--- config.mk ---
export PLATFORM = sky130hd
export DESIGN_NAME = ppc_ctrl
export DESIGN_NICKNAME = d
export VERILOG_FILES = /design/src/ppc_pkg.sv /design/src/ppc_ctrl.sv /design/src/ppc_sync.sv
export SDC_FILE = /design/constraint.sdc
export NUM_CORES = 1
export LEC_CHECK = 0
export ABC_CLOCK_PERIOD_IN_PS = 2900
export BUFFER_PORTS_ARGS = -buffer_cell sky130_fd_sc_hd__buf_2
export CAP_MARGIN = 20
export CORE_MARGIN = 2
export CORE_UTILIZATION = 40
export CTS_CLUSTER_DIAMETER = 60
export DETAILED_ROUTE_END_ITERATION = 6
export MAX_ROUTING_LAYER = met4
export PLACE_DENSITY_LB_ADDON = 0.05
export SYNTH_ARGS = -nofsm -noshare
export SYNTH_HDL_FRONTEND = slang
export SYNTH_SLANG_ARGS = --single-unit
--- constraint.sdc ---
create_clock -name pclk -period 2.9 [get_ports pclk]
set_clock_uncertainty 0.1 [all_clocks]
set_input_delay 0.435 -clock pclk [delete_from_list [all_inputs] [get_ports pclk]]
set_output_delay 0.435 -clock pclk [all_outputs]
set_load 0.05 [all_outputs]
--- src/ppc_pkg.sv ---
// shared constants for the programmable pulse generator control block
package ppc_pkg;

  // ***************************************************
  // register indices (byte address is four times the index)
  // ***************************************************
  localparam logic [15:0] idx_control_one    = 16'hfe90;
  localparam logic [15:0] idx_control_two    = 16'hfe91;
  localparam logic [15:0] idx_start_low      = 16'hfe92;
  localparam logic [15:0] idx_start_high     = 16'hfe93;
  localparam logic [15:0] idx_end_a_low      = 16'hfe94;
  localparam logic [15:0] idx_end_a_high     = 16'hfe95;
  localparam logic [15:0] idx_end_b_low      = 16'hfe96;
  localparam logic [15:0] idx_end_b_high     = 16'hfe97;

  // ***************************************************
  // control one field positions
  // ***************************************************
  localparam int pos_pin_drive_enable        = 7;
  localparam int pos_output_run              = 6;
  localparam int pos_resync_mode             = 5;
  localparam int pos_surge_detect_enable     = 4;
  localparam int pos_end_set_select          = 3;
  localparam int pos_comparator_two_history  = 2;
  localparam int pos_surge_flag              = 1;
  localparam int pos_surge_interrupt_enable  = 0;

  // ***************************************************
  // control two field positions
  // ***************************************************
  localparam int pos_comparator_six_ref_hi   = 7;
  localparam int pos_comparator_six_ref_lo   = 6;
  localparam int pos_comparator_six_request  = 5;
  localparam int pos_comparator_six_irq_enable = 4;
  localparam int pos_comparator_seven_gate_enable = 3;
  localparam int pos_port_thirty_source_select = 2;
  localparam int pos_amp_two_gain_hi         = 1;
  localparam int pos_amp_two_gain_lo         = 0;

  // ***************************************************
  // reset values, read fill and widths
  // ***************************************************
  localparam logic [7:0] rst_byte            = 8'h00;
  localparam logic [1:0] rst_high_bits       = 2'h0;
  localparam logic [5:0] high_byte_fill      = 6'h3f;
  localparam int         cnt_w               = 10;
  localparam logic [9:0] cnt_max             = 10'h3ff;
  localparam int         cmp_w               = 8;

  // ***************************************************
  // comparator positions on the synchronised vector
  // ***************************************************
  localparam int c_one   = 0;
  localparam int c_two   = 1;
  localparam int c_three = 2;
  localparam int c_four  = 3;
  localparam int c_five  = 4;
  localparam int c_six   = 5;
  localparam int c_seven = 6;
  localparam int c_eight = 7;

endpackage : ppc_pkg

--- src/ppc_ctrl.sv ---
// pulse generator control: apb registers, 10-bit timing counter, pulse output
// ***************************************************
// ***************************************************
//
// Register access over APB is this design's own decision.
`timescale 1ns/1ps
module ppc_ctrl (
  // clock and reset
  input  wire logic        pclk,
  input  wire logic        presetn,
  // apb slave
  input  wire logic        psel,
  input  wire logic        penable,
  input  wire logic        pwrite,
  input  wire logic [31:0] paddr,
  input  wire logic [31:0] pwdata,
  output logic      [31:0] prdata,
  output logic             pready,
  output logic             pslverr,
  // comparator levels, asynchronous
  input  wire logic        comparator_one,
  input  wire logic        comparator_two,
  input  wire logic        comparator_three,
  input  wire logic        comparator_four,
  input  wire logic        comparator_five,
  input  wire logic        comparator_six,
  input  wire logic        comparator_seven,
  input  wire logic        comparator_eight,
  // beeper, same clock
  input  wire logic        beeper_in,
  // pins and analog controls
  output logic             pulse_output_pin,
  output logic             pulse_output_oe_n,
  output logic             port_thirty_out,
  output logic       [1:0] comparator_six_ref,
  output logic       [1:0] amp_two_gain,
  output logic             irq_004b
);

  // ***************************************************
  // comparator synchronisation and edges
  // ***************************************************
  logic [7:0] cmp_s;
  logic [7:0] cmp_prev_q;

  ppc_sync #(.W(ppc_pkg::cmp_w)) u_sync (
    .pclk     (pclk),
    .presetn  (presetn),
    .async_in ({comparator_eight, comparator_seven, comparator_six, comparator_five,
                comparator_four, comparator_three, comparator_two, comparator_one}),
    .sync_out (cmp_s)
  );

  always_ff @(posedge pclk or negedge presetn) begin
    if (!presetn) begin
      cmp_prev_q <= 8'h00;
    end else begin
      cmp_prev_q <= cmp_s;
    end
  end

  logic [7:0] cmp_fall;
  logic [7:0] cmp_rise;
  assign cmp_fall = cmp_prev_q & ~cmp_s;
  assign cmp_rise = cmp_s & ~cmp_prev_q;

  // ***************************************************
  // register state
  // ***************************************************
  logic       drive_en_q, run_q, run_prev_q, mode_q, mode_act_q, surge_detect_enable_q, sel_q;
  logic       history_q, comparator_two_seen_q, surge_flag_q, surge_ien_q;
  logic [1:0] ref_q, gain_q;
  logic       c6_req_q, c6_ien_q, gate_q, src_q;
  logic [9:0] start_val_q, end_a_q, end_b_q;

  // ***************************************************
  // apb slave: one wait state, answer on second access cycle
  // ***************************************************
  logic        access, hit, wr;
  logic [15:0] idx;
  logic [7:0]  rd_byte;
  logic [7:0]  wd;

  assign access = psel & penable;
  assign idx    = paddr[17:2];
  assign wd     = pwdata[7:0];
  assign hit    = (paddr[31:18] == 14'h0000) && (paddr[1:0] == 2'h0) &&
                  (idx >= ppc_pkg::idx_control_one) && (idx <= ppc_pkg::idx_end_b_high);
  assign wr     = access & pready & pwrite & hit;

  always_comb begin
    rd_byte = 8'h00;
    case (idx)
      ppc_pkg::idx_control_one: rd_byte = {drive_en_q, run_q, mode_q, surge_detect_enable_q, sel_q,
                                           history_q, surge_flag_q, surge_ien_q};
      ppc_pkg::idx_control_two: rd_byte = {ref_q, c6_req_q, c6_ien_q, gate_q, src_q, gain_q};
      ppc_pkg::idx_start_low:   rd_byte = start_val_q[7:0];
      ppc_pkg::idx_start_high:  rd_byte = {ppc_pkg::high_byte_fill, start_val_q[9:8]};
      ppc_pkg::idx_end_a_low:   rd_byte = end_a_q[7:0];
      ppc_pkg::idx_end_a_high:  rd_byte = {ppc_pkg::high_byte_fill, end_a_q[9:8]};
      ppc_pkg::idx_end_b_low:   rd_byte = end_b_q[7:0];
      ppc_pkg::idx_end_b_high:  rd_byte = {ppc_pkg::high_byte_fill, end_b_q[9:8]};
      default:                  rd_byte = 8'h00;
    endcase
  end

  always_ff @(posedge pclk or negedge presetn) begin
    if (!presetn) begin
      pready  <= 1'b0;
      pslverr <= 1'b0;
      prdata  <= 32'h0000_0000;
    end else begin
      pready  <= access & ~pready;
      if (access & ~pready) begin
        pslverr <= ~hit;
        prdata  <= (hit & ~pwrite) ? {24'h000000, rd_byte} : 32'h0000_0000;
      end
    end
  end

  logic w_cr1, w_cr2;
  assign w_cr1 = wr && (idx == ppc_pkg::idx_control_one);
  assign w_cr2 = wr && (idx == ppc_pkg::idx_control_two);

  // ***************************************************
  // event qualification
  // ***************************************************
  logic surge_ev, run_rise, sync, comparator_two_ev;

  assign surge_ev = surge_detect_enable_q & (|(cmp_rise & 8'hb8));
  assign comparator_two_ev  = drive_en_q & cmp_rise[ppc_pkg::c_two];
  assign run_rise = run_q & ~run_prev_q;
  // run rise starts a period in both modes
  // comparator-one fall also resyncs in mode one
  assign sync     = run_rise | (run_q & mode_act_q & cmp_fall[ppc_pkg::c_one]);

  // ***************************************************
  // control one
  // ***************************************************
  always_ff @(posedge pclk or negedge presetn) begin
    if (!presetn) begin
      drive_en_q  <= 1'b0;
      run_q       <= 1'b0;
      run_prev_q  <= 1'b0;
      mode_q      <= 1'b0;
      surge_detect_enable_q     <= 1'b0;
      surge_ien_q <= 1'b0;
    end else begin
      run_prev_q <= run_q;
      if (w_cr1) begin
        drive_en_q  <= wd[ppc_pkg::pos_pin_drive_enable];
        surge_detect_enable_q     <= wd[ppc_pkg::pos_surge_detect_enable];
        surge_ien_q <= wd[ppc_pkg::pos_surge_interrupt_enable];
        if (!(run_q && wd[ppc_pkg::pos_output_run])) begin
          mode_q <= wd[ppc_pkg::pos_resync_mode];
        end
      end
      // surge stop beats a software run write
      if (surge_ev && drive_en_q) begin
        run_q <= 1'b0;
      end else if (w_cr1) begin
        run_q <= wd[ppc_pkg::pos_output_run];
      end
    end
  end

  // active mode sampled only at run rise
  always_ff @(posedge pclk or negedge presetn) begin
    if (!presetn) begin
      mode_act_q <= 1'b0;
    end else if (run_rise) begin
      mode_act_q <= mode_q;
    end
  end

  // hardware-set flags: set wins over a clearing write
  always_ff @(posedge pclk or negedge presetn) begin
    if (!presetn) begin
      sel_q        <= 1'b0;
      surge_flag_q <= 1'b0;
      c6_req_q     <= 1'b0;
    end else begin
      if (comparator_two_ev) begin
        sel_q <= 1'b1;
      end else if (w_cr1) begin
        sel_q <= wd[ppc_pkg::pos_end_set_select];
      end
      // sticky surge flag, cleared by writing zero
      if (surge_ev && drive_en_q) begin
        surge_flag_q <= 1'b1;
      end else if (w_cr1 && !wd[ppc_pkg::pos_surge_flag]) begin
        surge_flag_q <= 1'b0;
      end
      // comparator-six fall request, cleared by writing zero
      if (drive_en_q && cmp_fall[ppc_pkg::c_six]) begin
        c6_req_q <= 1'b1;
      end else if (w_cr2 && !wd[ppc_pkg::pos_comparator_six_request]) begin
        c6_req_q <= 1'b0;
      end
    end
  end

  // history of comparator-two events between comparator-one falls
  always_ff @(posedge pclk or negedge presetn) begin
    if (!presetn) begin
      history_q   <= 1'b0;
      comparator_two_seen_q <= 1'b0;
    end else if (drive_en_q && cmp_fall[ppc_pkg::c_one]) begin
      history_q   <= comparator_two_seen_q | comparator_two_ev;
      comparator_two_seen_q <= 1'b0;
    end else if (comparator_two_ev) begin
      comparator_two_seen_q <= 1'b1;
    end
  end

  // ***************************************************
  // control two and timing values
  // ***************************************************
  always_ff @(posedge pclk or negedge presetn) begin
    if (!presetn) begin
      ref_q       <= ppc_pkg::rst_high_bits;
      c6_ien_q    <= 1'b0;
      gate_q      <= 1'b0;
      src_q       <= 1'b0;
      gain_q      <= ppc_pkg::rst_high_bits;
      start_val_q <= {ppc_pkg::rst_high_bits, ppc_pkg::rst_byte};
      end_a_q     <= {ppc_pkg::rst_high_bits, ppc_pkg::rst_byte};
      end_b_q     <= {ppc_pkg::rst_high_bits, ppc_pkg::rst_byte};
    end else if (wr) begin
      case (idx)
        ppc_pkg::idx_control_two: begin
          ref_q    <= wd[ppc_pkg::pos_comparator_six_ref_hi:ppc_pkg::pos_comparator_six_ref_lo];
          c6_ien_q <= wd[ppc_pkg::pos_comparator_six_irq_enable];
          gate_q   <= wd[ppc_pkg::pos_comparator_seven_gate_enable];
          src_q    <= wd[ppc_pkg::pos_port_thirty_source_select];
          // code three is software's to avoid; stored as written
          gain_q   <= wd[ppc_pkg::pos_amp_two_gain_hi:ppc_pkg::pos_amp_two_gain_lo];
        end
        ppc_pkg::idx_start_low:  start_val_q[7:0] <= wd;
        ppc_pkg::idx_start_high: start_val_q[9:8] <= wd[1:0];
        ppc_pkg::idx_end_a_low:  end_a_q[7:0]     <= wd;
        ppc_pkg::idx_end_a_high: end_a_q[9:8]     <= wd[1:0];
        ppc_pkg::idx_end_b_low:  end_b_q[7:0]     <= wd;
        ppc_pkg::idx_end_b_high: end_b_q[9:8]     <= wd[1:0];
        default: begin
        end
      endcase
    end
  end

  // ***************************************************
  // counter, match buffers and pulse level
  // ***************************************************
  logic [9:0] cnt_q, start_buf_q, end_buf_q;
  logic       level_q;
  logic       start_hit, end_hit;

  assign start_hit = (cnt_q == start_buf_q);
  assign end_hit   = (cnt_q == end_buf_q);

  // sync restarts counter and reloads start buffer
  // end buffer from the selected end set
  always_ff @(posedge pclk or negedge presetn) begin
    if (!presetn) begin
      cnt_q       <= 10'h000;
      start_buf_q <= 10'h000;
      end_buf_q   <= 10'h000;
    end else if (sync) begin
      cnt_q       <= 10'h000;
      start_buf_q <= start_val_q;
      end_buf_q   <= sel_q ? end_b_q : end_a_q;
    end else if (run_q && cnt_q != ppc_pkg::cnt_max) begin
      // saturates so a stale period never rematches after wrap
      cnt_q <= cnt_q + 10'h001;
    end
  end

  always_ff @(posedge pclk or negedge presetn) begin
    if (!presetn) begin
      level_q <= 1'b0;
    end else if (!run_q) begin
      level_q <= 1'b0;
    end else if (!sync) begin
      // end match or comparator three reset
      if (end_hit || cmp_s[ppc_pkg::c_three]) begin
        level_q <= 1'b0;
      // pulse shaped by start and end values
      end else if (start_hit) begin
        level_q <= 1'b1;
      end
    end
  end

  // ***************************************************
  // pins and analog controls, all registered
  // ***************************************************
  always_ff @(posedge pclk or negedge presetn) begin
    if (!presetn) begin
      pulse_output_pin   <= 1'b0;
      pulse_output_oe_n  <= 1'b1;
      port_thirty_out    <= 1'b0;
      comparator_six_ref <= 2'h0;
      amp_two_gain       <= 2'h0;
      irq_004b           <= 1'b0;
    end else begin
      pulse_output_oe_n  <= ~drive_en_q;
      pulse_output_pin   <= drive_en_q & level_q & ~(gate_q & cmp_s[ppc_pkg::c_seven]);
      port_thirty_out    <= src_q ? cmp_s[ppc_pkg::c_one] : beeper_in;
      comparator_six_ref <= ref_q;
      amp_two_gain       <= gain_q;
      irq_004b           <= (surge_ien_q & surge_flag_q) | (c6_ien_q & c6_req_q);
    end
  end
endmodule : ppc_ctrl

--- src/ppc_sync.sv ---
// two-flop synchroniser for asynchronous comparator levels
`timescale 1ns/1ps
module ppc_sync #(
  parameter int W = 8
) (
  // clock and reset
  input  wire logic         pclk,
  input  wire logic         presetn,
  // levels
  input  wire logic [W-1:0] async_in,
  output logic      [W-1:0] sync_out
);

  logic [W-1:0] meta_q;

  // first stage feeds only the second stage
  always_ff @(posedge pclk or negedge presetn) begin
    if (!presetn) begin
      meta_q   <= '0;
      sync_out <= '0;
    end else begin
      meta_q   <= async_in;
      sync_out <= meta_q;
    end
  end

endmodule : ppc_sync

* Yosys cells after proc, flatten, opt, wreduce, memory -nomap -nowiden
Cells that the tools add are included.
** Word-level totals
- Input port bits :: 78
- Output and inout port bits :: 42
- Logic and storage cells :: 138
- Register bits after elaboration :: 146
** Cells by class
- Reduce and logical (&&, ||, !) cells :: 33
- $add $sub $neg :: 1
- Equal/unequal tests :: 13
- $lt $le $gt $ge :: 2
- Mux-type cells :: 20
- Bitwise operators :: 30
** Operators by type and width (number)
- == test 16 bit, second input constant :: 8
- one-hot mux 8 bit (8 select lines) :: 1
- 2-to-1 mux 10 bit :: 3
- == test 10 bit :: 2
- AND reduction 2 bit :: 9
- AND 1 bit :: 16
- >= comparator 16 bit, second input constant :: 1
- <= comparator 16 bit, second input constant :: 1
- 2-to-1 mux 1 bit :: 15
- logical NOT 14 bit :: 1
- logical AND 1 bit :: 12
- nonzero test 2 bit :: 6
- adder 10 x 1 -> 10 bit, second input constant :: 1
- != test 10 bit, second input constant :: 1
- AND 8 bit :: 1
- 2-to-1 mux 8 bit :: 1
- NOT 8 bit :: 1
- NOT 1 bit :: 7
- AND 6 bit :: 1
- NOT 6 bit :: 1
- OR reduction 4 bit :: 1
- != test 3 x 1 -> 1 bit, second input constant :: 1
- bitwise OR 1 bit :: 3
- logical NOT 1 bit :: 2
- 3 further kinds :: 3

* Longest topological paths before layout
Gate-level depths: netlist of the first run.
- Word-level depth :: 9
- Gate-level depth with buffers :: 7
- Gate-level depth less buffers :: 6

* Modules after synthesis
A second synthesis of the first run with hierarchy kept.
** Unflattened totals
- Cell total of the unflattened synthesis :: 484
- Area, all modules :: 5607.9 µm²
** Modules (own cells, without submodules)
- ppc_ctrl :: sequential area each 2603.7 µm², times used 1, area an instance 5207.5 µm², cells each 468
- ppc_sync :: sequential area each 400.4 µm², times used 1, area an instance 400.4 µm², cells each 16

* Worst setup path after synthesis of the first run
OpenSTA, ideal clock, no wires.
- Kind :: register to register
- From :: register pready
- To :: register end_b_q[0]
- Stages on the path, launching flop included :: 7
- Path buffers :: 1
- Path slack :: 0.418 ns
- Clock period less this slack :: 2.482 ns
- Data arrival time :: 2.258 ns
- Setup time :: 0.125 ns
- Data required time :: 2.675 ns
- Cells stage by stage :: dfrtp_1 -> and4_1 -> clkbuf_1 -> o211a_1 -> nor4b_1 -> nand4_1 -> mux2_2
** Between the ends
- Longest elaborated chain between the ends :: 4
** RTL lines
- from (decl) :: line ppc_ctrl.sv:18 : output logic pready,
- from (signal assigned) :: line ppc_ctrl.sv:113 : pready <= access & ~pready;
- AND 1 bit (3 in a row) :: line ppc_ctrl.sv:89 : assign wr = access & pready & pwrite & hit;
- AND reduction 2 bit (no source line)
- to (signal assigned) :: line ppc_ctrl.sv:228 : end_b_q <= {ppc_pkg::rst_high_bits, ppc_pkg::rst_byte};
- to (signal assigned) :: line ppc_ctrl.sv:243 : ppc_pkg::idx_end_b_low: end_b_q[7:0] <= wd;
- to (decl) :: line ppc_ctrl.sv:74 : logic [9:0] start_val_q, end_a_q, end_b_q;
No other way between the ends.
A chain may end at the register's enable or synchronous reset.

* Worst setup path in the final report of the first run
- From :: input paddr[7]
- To :: register start_val_q[1]
** Between the ends
- Longest elaborated chain between the ends :: 5
- Elaborated cells on any way between the ends :: 7
- Classes of those cells :: order compare (2); eq/ne (1); bitwise (1); reduce/logical (3)
** RTL lines
- from (decl) :: line ppc_ctrl.sv:15 : input wire logic [31:0] paddr,
- >= comparator 16 bit :: line ppc_ctrl.sv:88 : (idx >= ppc_pkg::idx_control_one) && (idx <= ppc_pkg::idx_end_b_high);
- logical AND 1 bit :: line ppc_ctrl.sv:87 : assign hit = (paddr[31:18] == 14'h0000) && (paddr[1:0] == 2'h0) &&
- logical AND 1 bit :: line ppc_ctrl.sv:88
- AND 1 bit :: line ppc_ctrl.sv:89
- AND reduction 2 bit (no source line) (*)
- to (signal assigned) :: line ppc_ctrl.sv:226 : start_val_q <= {ppc_pkg::rst_high_bits, ppc_pkg::rst_byte};
- to (signal assigned) :: line ppc_ctrl.sv:239 : ppc_pkg::idx_start_low: start_val_q[7:0] <= wd;
- to (decl) :: line ppc_ctrl.sv:74
Mark *: on every way between the ends. The rest lies on a longest branch, timed or not.

==> impl_metrics.py, run 1 <==
metrics = {
    "clocking": {
        "htree_levels": 4,
        "cts_max_path_buffers": 2,
        "clk_pin_slew_ps": 50,
        "post_cts_resized": 0,
        "cts_buffers": 17,
        "cts_tree": "done",
        "insertion_delay_ps": 410,
        "clkSinkCount": 120,
        "hold_buffers": 3,
        "cts_root_buffer": "clkbuf_16",
        "postCtsSetupRepairBufs": 0,
    },
    "yosys": {
        "synth_edf_count": 0,
        "synth.top_cell.area_share": 0.5338,
        "yosys-top-cells-area": "dfrtp_1 53%, mux2_2 10%, buf_4 3.5%, mux2i_1 2.9%, mux2_4 2.4%",
        "syn-cell-area_um2": 5579,
        "yosysSeqAreaShare": 0.5385,
        "synth_cells": 465,
        "postSynthAreaPerCell_um2": 12.00,
        "async_flop_share": 1.000,
        "synth-main-ff-cell": "dfrtp_1",
        "synth_seq_cells": 120,
        "yosys.area.top_type": "dfrtp_1",
        "ys_types": 58,
        "yosys_warnings": 0,
    },
    "cells_and_area": {
        "antenna_cells": 0,
        "n_fill_cell": 1273,
        "area_growth_pct": 22.34,
        "final_common_cell": "dfrtp_1",
        "final_cell_mix": "119 x dfrtp_1, 70 x buf_2, 51 x mux2_2, 30 x nor2_1, 24 x conb_1",
        "nets": 635,
        "drive_gt1_frac": 0.3292,
        "fin_area_um2": 6825,
    },
    "placement": {
        "gp_congestion": 0.8011,
        "io_buffer_count": 71,
        "hpwl_um": 9702,
        "post_dp_cell_area_um2": 6107,
    },
    "worst_setup_path": {
        "end_kind": "flip-flop",
        "critPathSlowestCell": "o22a_1",
        "rrSetupSlack_ps": 850,
        "crit_path_max_incr_delay_ps": 360,
        "r2r_cells": 6,
        "cp_max_fo": 8,
        "reg2reg_from": "pready$_DFF_PN0_",
        "r2r_end": "start_val_q[1]$_DFFE_PN0P_",
        "worstPathCellList": "buf_2 -> nand4bb_1 -> o22a_1 -> nor4b_1 -> and3b_1 -> buf_4 -> mux2_2",
        "worstSetupStartpointType": "input pin",
        "critPathTopFamily": "simple AND/OR/NAND/NOR gates",
        "critical_path_arrival_ps": 2400,
        "startpoint": "paddr[7]",
        "critPathBufInv": 2,
        "path_class": "input pin to flip-flop",
        "cp.required_ps": 3100,
    },
    "detailed_routing": {
        "drtIter0Drc": 261,
        "routed_via_density": 5.170,
        "wl_per_cell_um": 17.93,
        "drc": 0,
        "vias": 3867,
        "antenna_left": 0,
        "drtPass1Iterations": 4,
        "drt-total-wl_um": 13410,
    },
    "die": {
        "core_area_um2": 13770,
        "fp.dieW_um": 122.1,
        "row_count": 43,
        "die_area_um2": 14910,
        "initial_utilization": 0.4051,
        "num_io_pins": 120,
        "die_y_um": 122.1,
    },
    "power_and_ir_drop": {
        "powerDensity_nw_per_um2": 611.0,
        "ir_drop_v": 0.0003649,
        "p_leak_nw": 3.367,
    },
    "sta": {
        "post-route-period-util": 0.7587,
        "finalHoldViolCount": 0,
        "setup_viol": 0,
        "fmax_ghz": 0.4545,
        "fin_setup_tns_ps": 0,
        "rsz0062_at_grt": "no",
        "worst_slew_pin_slew_ps": 741.1,
        "maxSlewHeadroom": 0.4994,
        "period_needed_ps": 2200,
        "finalMaxSlewViolations": 0,
    },
    "global_routing": {
        "antenna_found_initial": 0,
        "grt_max_degree": 60,
        "grt_pass1_wl_um": 21140,
        "grt_usage": 0.2020,
        "grt_overflow": 0,
        "grt_pass1_vias": 3758,
    },
    "hold_path": {
        "min-delay-start": "comparator_three",
        "hold_path.class": "input pin to flip-flop",
        "hold_end": "u_sync.meta_q[2]$_DFF_PN0_",
        "hold_depth": 1,
    },
    "outcome": {
        "status": "finished, final reports clean",
    },
    "run": {
        "drv_cap": 0,
    },
}
[layout make-up]
type,instances,area (um^2),area share
Multi-Input combinational cell,312,2342,0.3432
Clock inverter,11,171.4,0.02511
Tap cell,180,225.2,0.03300
Timing Repair Buffer,97,585.6,0.08579
Clock buffer,20,466.7,0.06838
Inverter,8,30.03,0.004400
Sequential cell,120,3004,0.4401
[cells by family (layout without fill, tap and decap cells)]
group	after synthesis	in the layout	synth area share
AOI/OAI and AO/OA	65	65	0.07850
xor gates and xnor gates	25	25	0.03925
adders and majority gates	1	1	0.002242
buffers and inverters	56	136	0.05786
DFF	120	120	0.5385
muxes	76	76	0.1559
other	1	24	0.0006722
and+or+nand+nor	121	121	0.1272
[registers in the layout, indices dropped and copies added (netlist names), 10 cells and up]
signal	count
cnt_q	10
end_a_q	10
end_b_q	10
end_buf_q	10
start_buf_q	10
start_val_q	10
[report_power, final]
part	internal, W	leakage (nW)	switching [W]	total, W
registers	0.00169	1.61	0.00000695	0.00170
clock network	0.00150	0.296	0.000743	0.00224
logic	0.0000576	1.46	0.000169	0.000226
total	0.00325	3.37	0.000919	0.00417
[through the flow]
stage | util | hold WS (ps) | std cells | setup WS, ps | total power [W]
4_1_cts | 0.4919 | 0.05901 | 743 | 729.6 | 0.004228
2_1_floorplan | - | 39.41 | 488 | 417.6 | 0.001872
6_report | 0.4955 | 26.83 | 748 | 699.7 | 0.004171
5_1_grt | 0.4955 | 0.03741 | 748 | 598.1 | 0.004346
3_3_place_gp | 0.4434 | 234.1 | 709 | 300.3 | 0.001949
3_5_place_dp | 0.4434 | 235.8 | 709 | 289.5 | 0.001953
[routing by layer]
layer  global-route usage  routed length, um  vias up
li1                     -                  -     1831
met1               0.2749               6313     1916
met2               0.2870               6204      102
met3              0.05478                601       18
met4              0.07902                289        0
met5                    -                  0        -
[synth_stat cells, types with 8 or more instances]
library cell	instances
nand4_1	11
nor3_1	8
dfrtp_1	119
clkbuf_1	19
o21ai_0	12
buf_4	26
mux2_2	51
nor2_1	30
nand2_1	19
xnor2_1	15
xor2_1	10
mux2_4	9
inv_1	8
a21oi_1	22
mux2i_1	16
nor4_1	9
[worst max-delay path by stage]
stage | depth (start not counted) | slack (ps) | end
3_5_place_dp | 7 | 290 | c6_ien_q$_DFFE_PN0P_
5_1_grt | 7 | 600 | start_val_q[1]$_DFFE_PN0P_
2_1_floorplan | 6 | 420 | end_b_q[0]$_DFFE_PN0P_
6_report | 7 | 700 | start_val_q[1]$_DFFE_PN0P_
3_3_place_gp | 7 | 300 | end_a_q[8]$_DFFE_PN0P_
4_1_cts | 7 | 730 | c6_ien_q$_DFFE_PN0P_
(Power assumes the default switching activity.)
==> run 2, diff against run 1 <==
- ABC_AREA: default -> 1
- ABC_CLOCK_PERIOD_IN_PS: 2900 -> 1900
- clock period: 2.9 -> 1.9 ns (I/O delays scaled with it)
==> impl_metrics.py, run 2 <==
metrics = {
    "outcome": {
        "status": "finished, final reports clean",
    },
    "sta": {
        "fmax_ghz": 0.5920,
        "rsz0062_at_grt": "no",
        "setup_viol": 0,
        "worst_slew_pin_slew_ps": 618.5,
        "maxSlewHeadroom": 0.5877,
        "period_needed_ps": 1689,
        "post-route-period-util": 0.8891,
        "finalMaxSlewViolations": 0,
        "fin_setup_tns_ps": 0,
        "finalHoldViolCount": 0,
        "holdWs_ps": 14.89,
    },
    "detailed_routing": {
        "wl_per_cell_um": 13.85,
        "drtPass1Iterations": 5,
        "drc": 0,
        "drtIter0Drc": 226,
        "drt-total-wl_um": 13960,
        "routed_via_density": 4.696,
        "vias": 4734,
        "antenna_left": 0,
    },
    "yosys": {
        "postSynthAreaPerCell_um2": 8.373,
        "synth_seq_cells": 120,
        "synth_edf_count": 0,
        "synth_most_common_cell": "nand2_1",
        "synth.top_cell.area_share": 0.5074,
        "yosysSeqAreaShare": 0.5118,
        "yosys_warnings": 0,
        "yosys-top-cells-area": "dfrtp_1 51%, nand2_1 14%, inv_1 5.7%, o21ai_0 3.9%, o21ai_2 3.4%",
        "syn-cell-area_um2": 5869,
        "synth-main-ff-cell": "dfrtp_1",
        "async_flop_share": 1.000,
        "yosys.area.top_type": "dfrtp_1",
        "synth_cells": 701,
        "netlist_top_cells_count": "221 x nand2_1, 119 x dfrtp_1, 89 x inv_1, 47 x nor2_1, 46 x o21ai_0",
        "ys_types": 40,
    },
    "clocking": {
        "cts_max_path_buffers": 2,
        "insertion_delay_ps": 430,
        "clk_pin_slew_ps": 60,
        "clkSinkCount": 120,
        "cts_buffers": 17,
        "htree_levels": 4,
        "cts_root_buffer": "clkbuf_16",
        "cts_tree": "done",
    },
    "global_routing": {
        "grt_overflow": 0,
        "grt_pass1_vias": 4607,
        "grt_usage": 0.1958,
        "antenna_found_initial": 0,
        "grt_pass1_wl_um": 23310,
        "grt_max_degree": 38,
    },
    "die": {
        "row_count": 44,
        "fp.dieW_um": 125.1,
        "die_y_um": 125.1,
        "initial_utilization": 0.4069,
        "die_area_um2": 15660,
        "core_area_um2": 14420,
        "num_io_pins": 120,
    },
    "cells_and_area": {
        "area_growth_pct": 22.34,
        "final_common_cell": "nand2_1",
        "fin_area_um2": 7181,
        "drive_gt1_frac": 0.2330,
        "antenna_cells": 0,
        "final_cell_mix": "221 x nand2_1, 119 x dfrtp_1, 88 x inv_1, 70 x buf_2, 46 x o21ai_0",
        "nets": 890,
    },
    "worst_setup_path": {
        "cp_max_fo": 6,
        "path_class": "flip-flop to flip-flop",
        "cp.required_ps": 2140,
        "critical_path_arrival_ps": 1930,
        "rrSetupSlack_ps": 210,
        "end_kind": "flip-flop",
        "worstSetupStartpointType": "flip-flop",
    },
    "placement": {
        "post_dp_cell_area_um2": 6472,
        "hpwl_um": 10340,
        "gp_congestion": 0.8599,
        "io_buffer_count": 71,
    },
    "power_and_ir_drop": {
        "ir_drop_v": 0.0005648,
        "p_total_w": 0.006125,
        "p_leak_nw": 3.742,
        "powerDensity_nw_per_um2": 853.0,
    },
    "run": {
        "drv_cap": 0,
    },
    "hold_path": {
        "hold_path.class": "input pin to flip-flop",
    },
}
-- run 2: final timing paths --
kind / cells past startpoint / start / endpoint
max: 9 / cnt_q[1]$_DFFE_PN0P_ / cnt_q[4]$_DFFE_PN0P_
min: 3 / pwdata[3] / sel_q$_DFFE_PN0P_
max reg2reg: 9 / cnt_q[1]$_DFFE_PN0P_ / cnt_q[4]$_DFFE_PN0P_
min reg2reg: 0 / u_sync.meta_q[4]$_DFF_PN0_ / u_sync.sync_out[4]$_DFF_PN0_
max in group asynchronous: 3 / presetn / pulse_output_oe_n$_DFF_PN1_
min in group asynchronous: 2 / presetn / start_buf_q[7]$_DFFE_PN0N_
-- run 2: cell type report --
| cell class | instances | area [um^2] |
|---|---|---|
| tap | 184 | 230.2 |
| sequential | 120 | 3004 |
| fill | 1385 | 7243 |
| clock inverter | 15 | 155.1 |
| clock buffer | 17 | 425.4 |
| inverter | 97 | 371.6 |
| multi-input combinational | 472 | 2328 |
| timing repair buffer | 103 | 665.6 |
-- run 2: logic make-up (layout without fill, tap and decap cells) --
| logic type | Yosys count | count (layout) | share of synthesized area |
|---|---|---|---|
| and+or+nand+nor | 337 | 337 | 0.2590 |
| buffers and inverters | 132 | 232 | 0.1074 |
| DFF | 120 | 120 | 0.5118 |
| AOI/OAI and AO/OA | 102 | 102 | 0.1062 |
| xor gates and xnor gates | 6 | 6 | 0.008953 |
| muxes | 2 | 2 | 0.003837 |
| adders and majority gates | 1 | 1 | 0.002131 |
| other | 1 | 24 | 0.0006389 |
-- run 2: report_power, final --
group          switching (W)  internal [W]
Combinational       0.000257     0.0000966
Sequential         0.0000130       0.00259
Clock                0.00132       0.00185
Total                0.00159       0.00454
-- run 2: layer usage --
layer	wire length, um	track usage	share of wire
met1	6756	0.2602	0.48
met2	6406	0.2928	0.46
met3	539	0.05392	0.039
met4	256	0.06340	0.018
met5	0	-	0
-- run 2: repair_timing --
action | CTS | global route
buffers inserted | 0 | 0
setup endpoints to repair | 0 | 2
hold endpoints to repair | 34 | 0
gates resized for setup | 0 | 4
hold buffers | 12 | 0
-- run 2: per-stage QoR --
step | setup slack [ps] | utilization | std cells
6_report | 210.8 | 0.4978 | 1008
3_3_place_gp | 88.82 | 0.4487 | 964
2_1_floorplan | 187.5 | - | 724
3_5_place_dp | 42.01 | 0.4487 | 964
4_1_cts | 149.5 | 0.4973 | 1008
5_1_grt | 33.90 | 0.4978 | 1008
-- run 2: critical path, stage by stage, from the launching register on --
cell	delay, ps
dfrtp_1	400
ha_2	210
nand2_1	80
nor2_2	170
nand2_1	80
nand2_2	130
inv_2	90
nand2_1	80
o21ai_0	80
a21oi_1	170
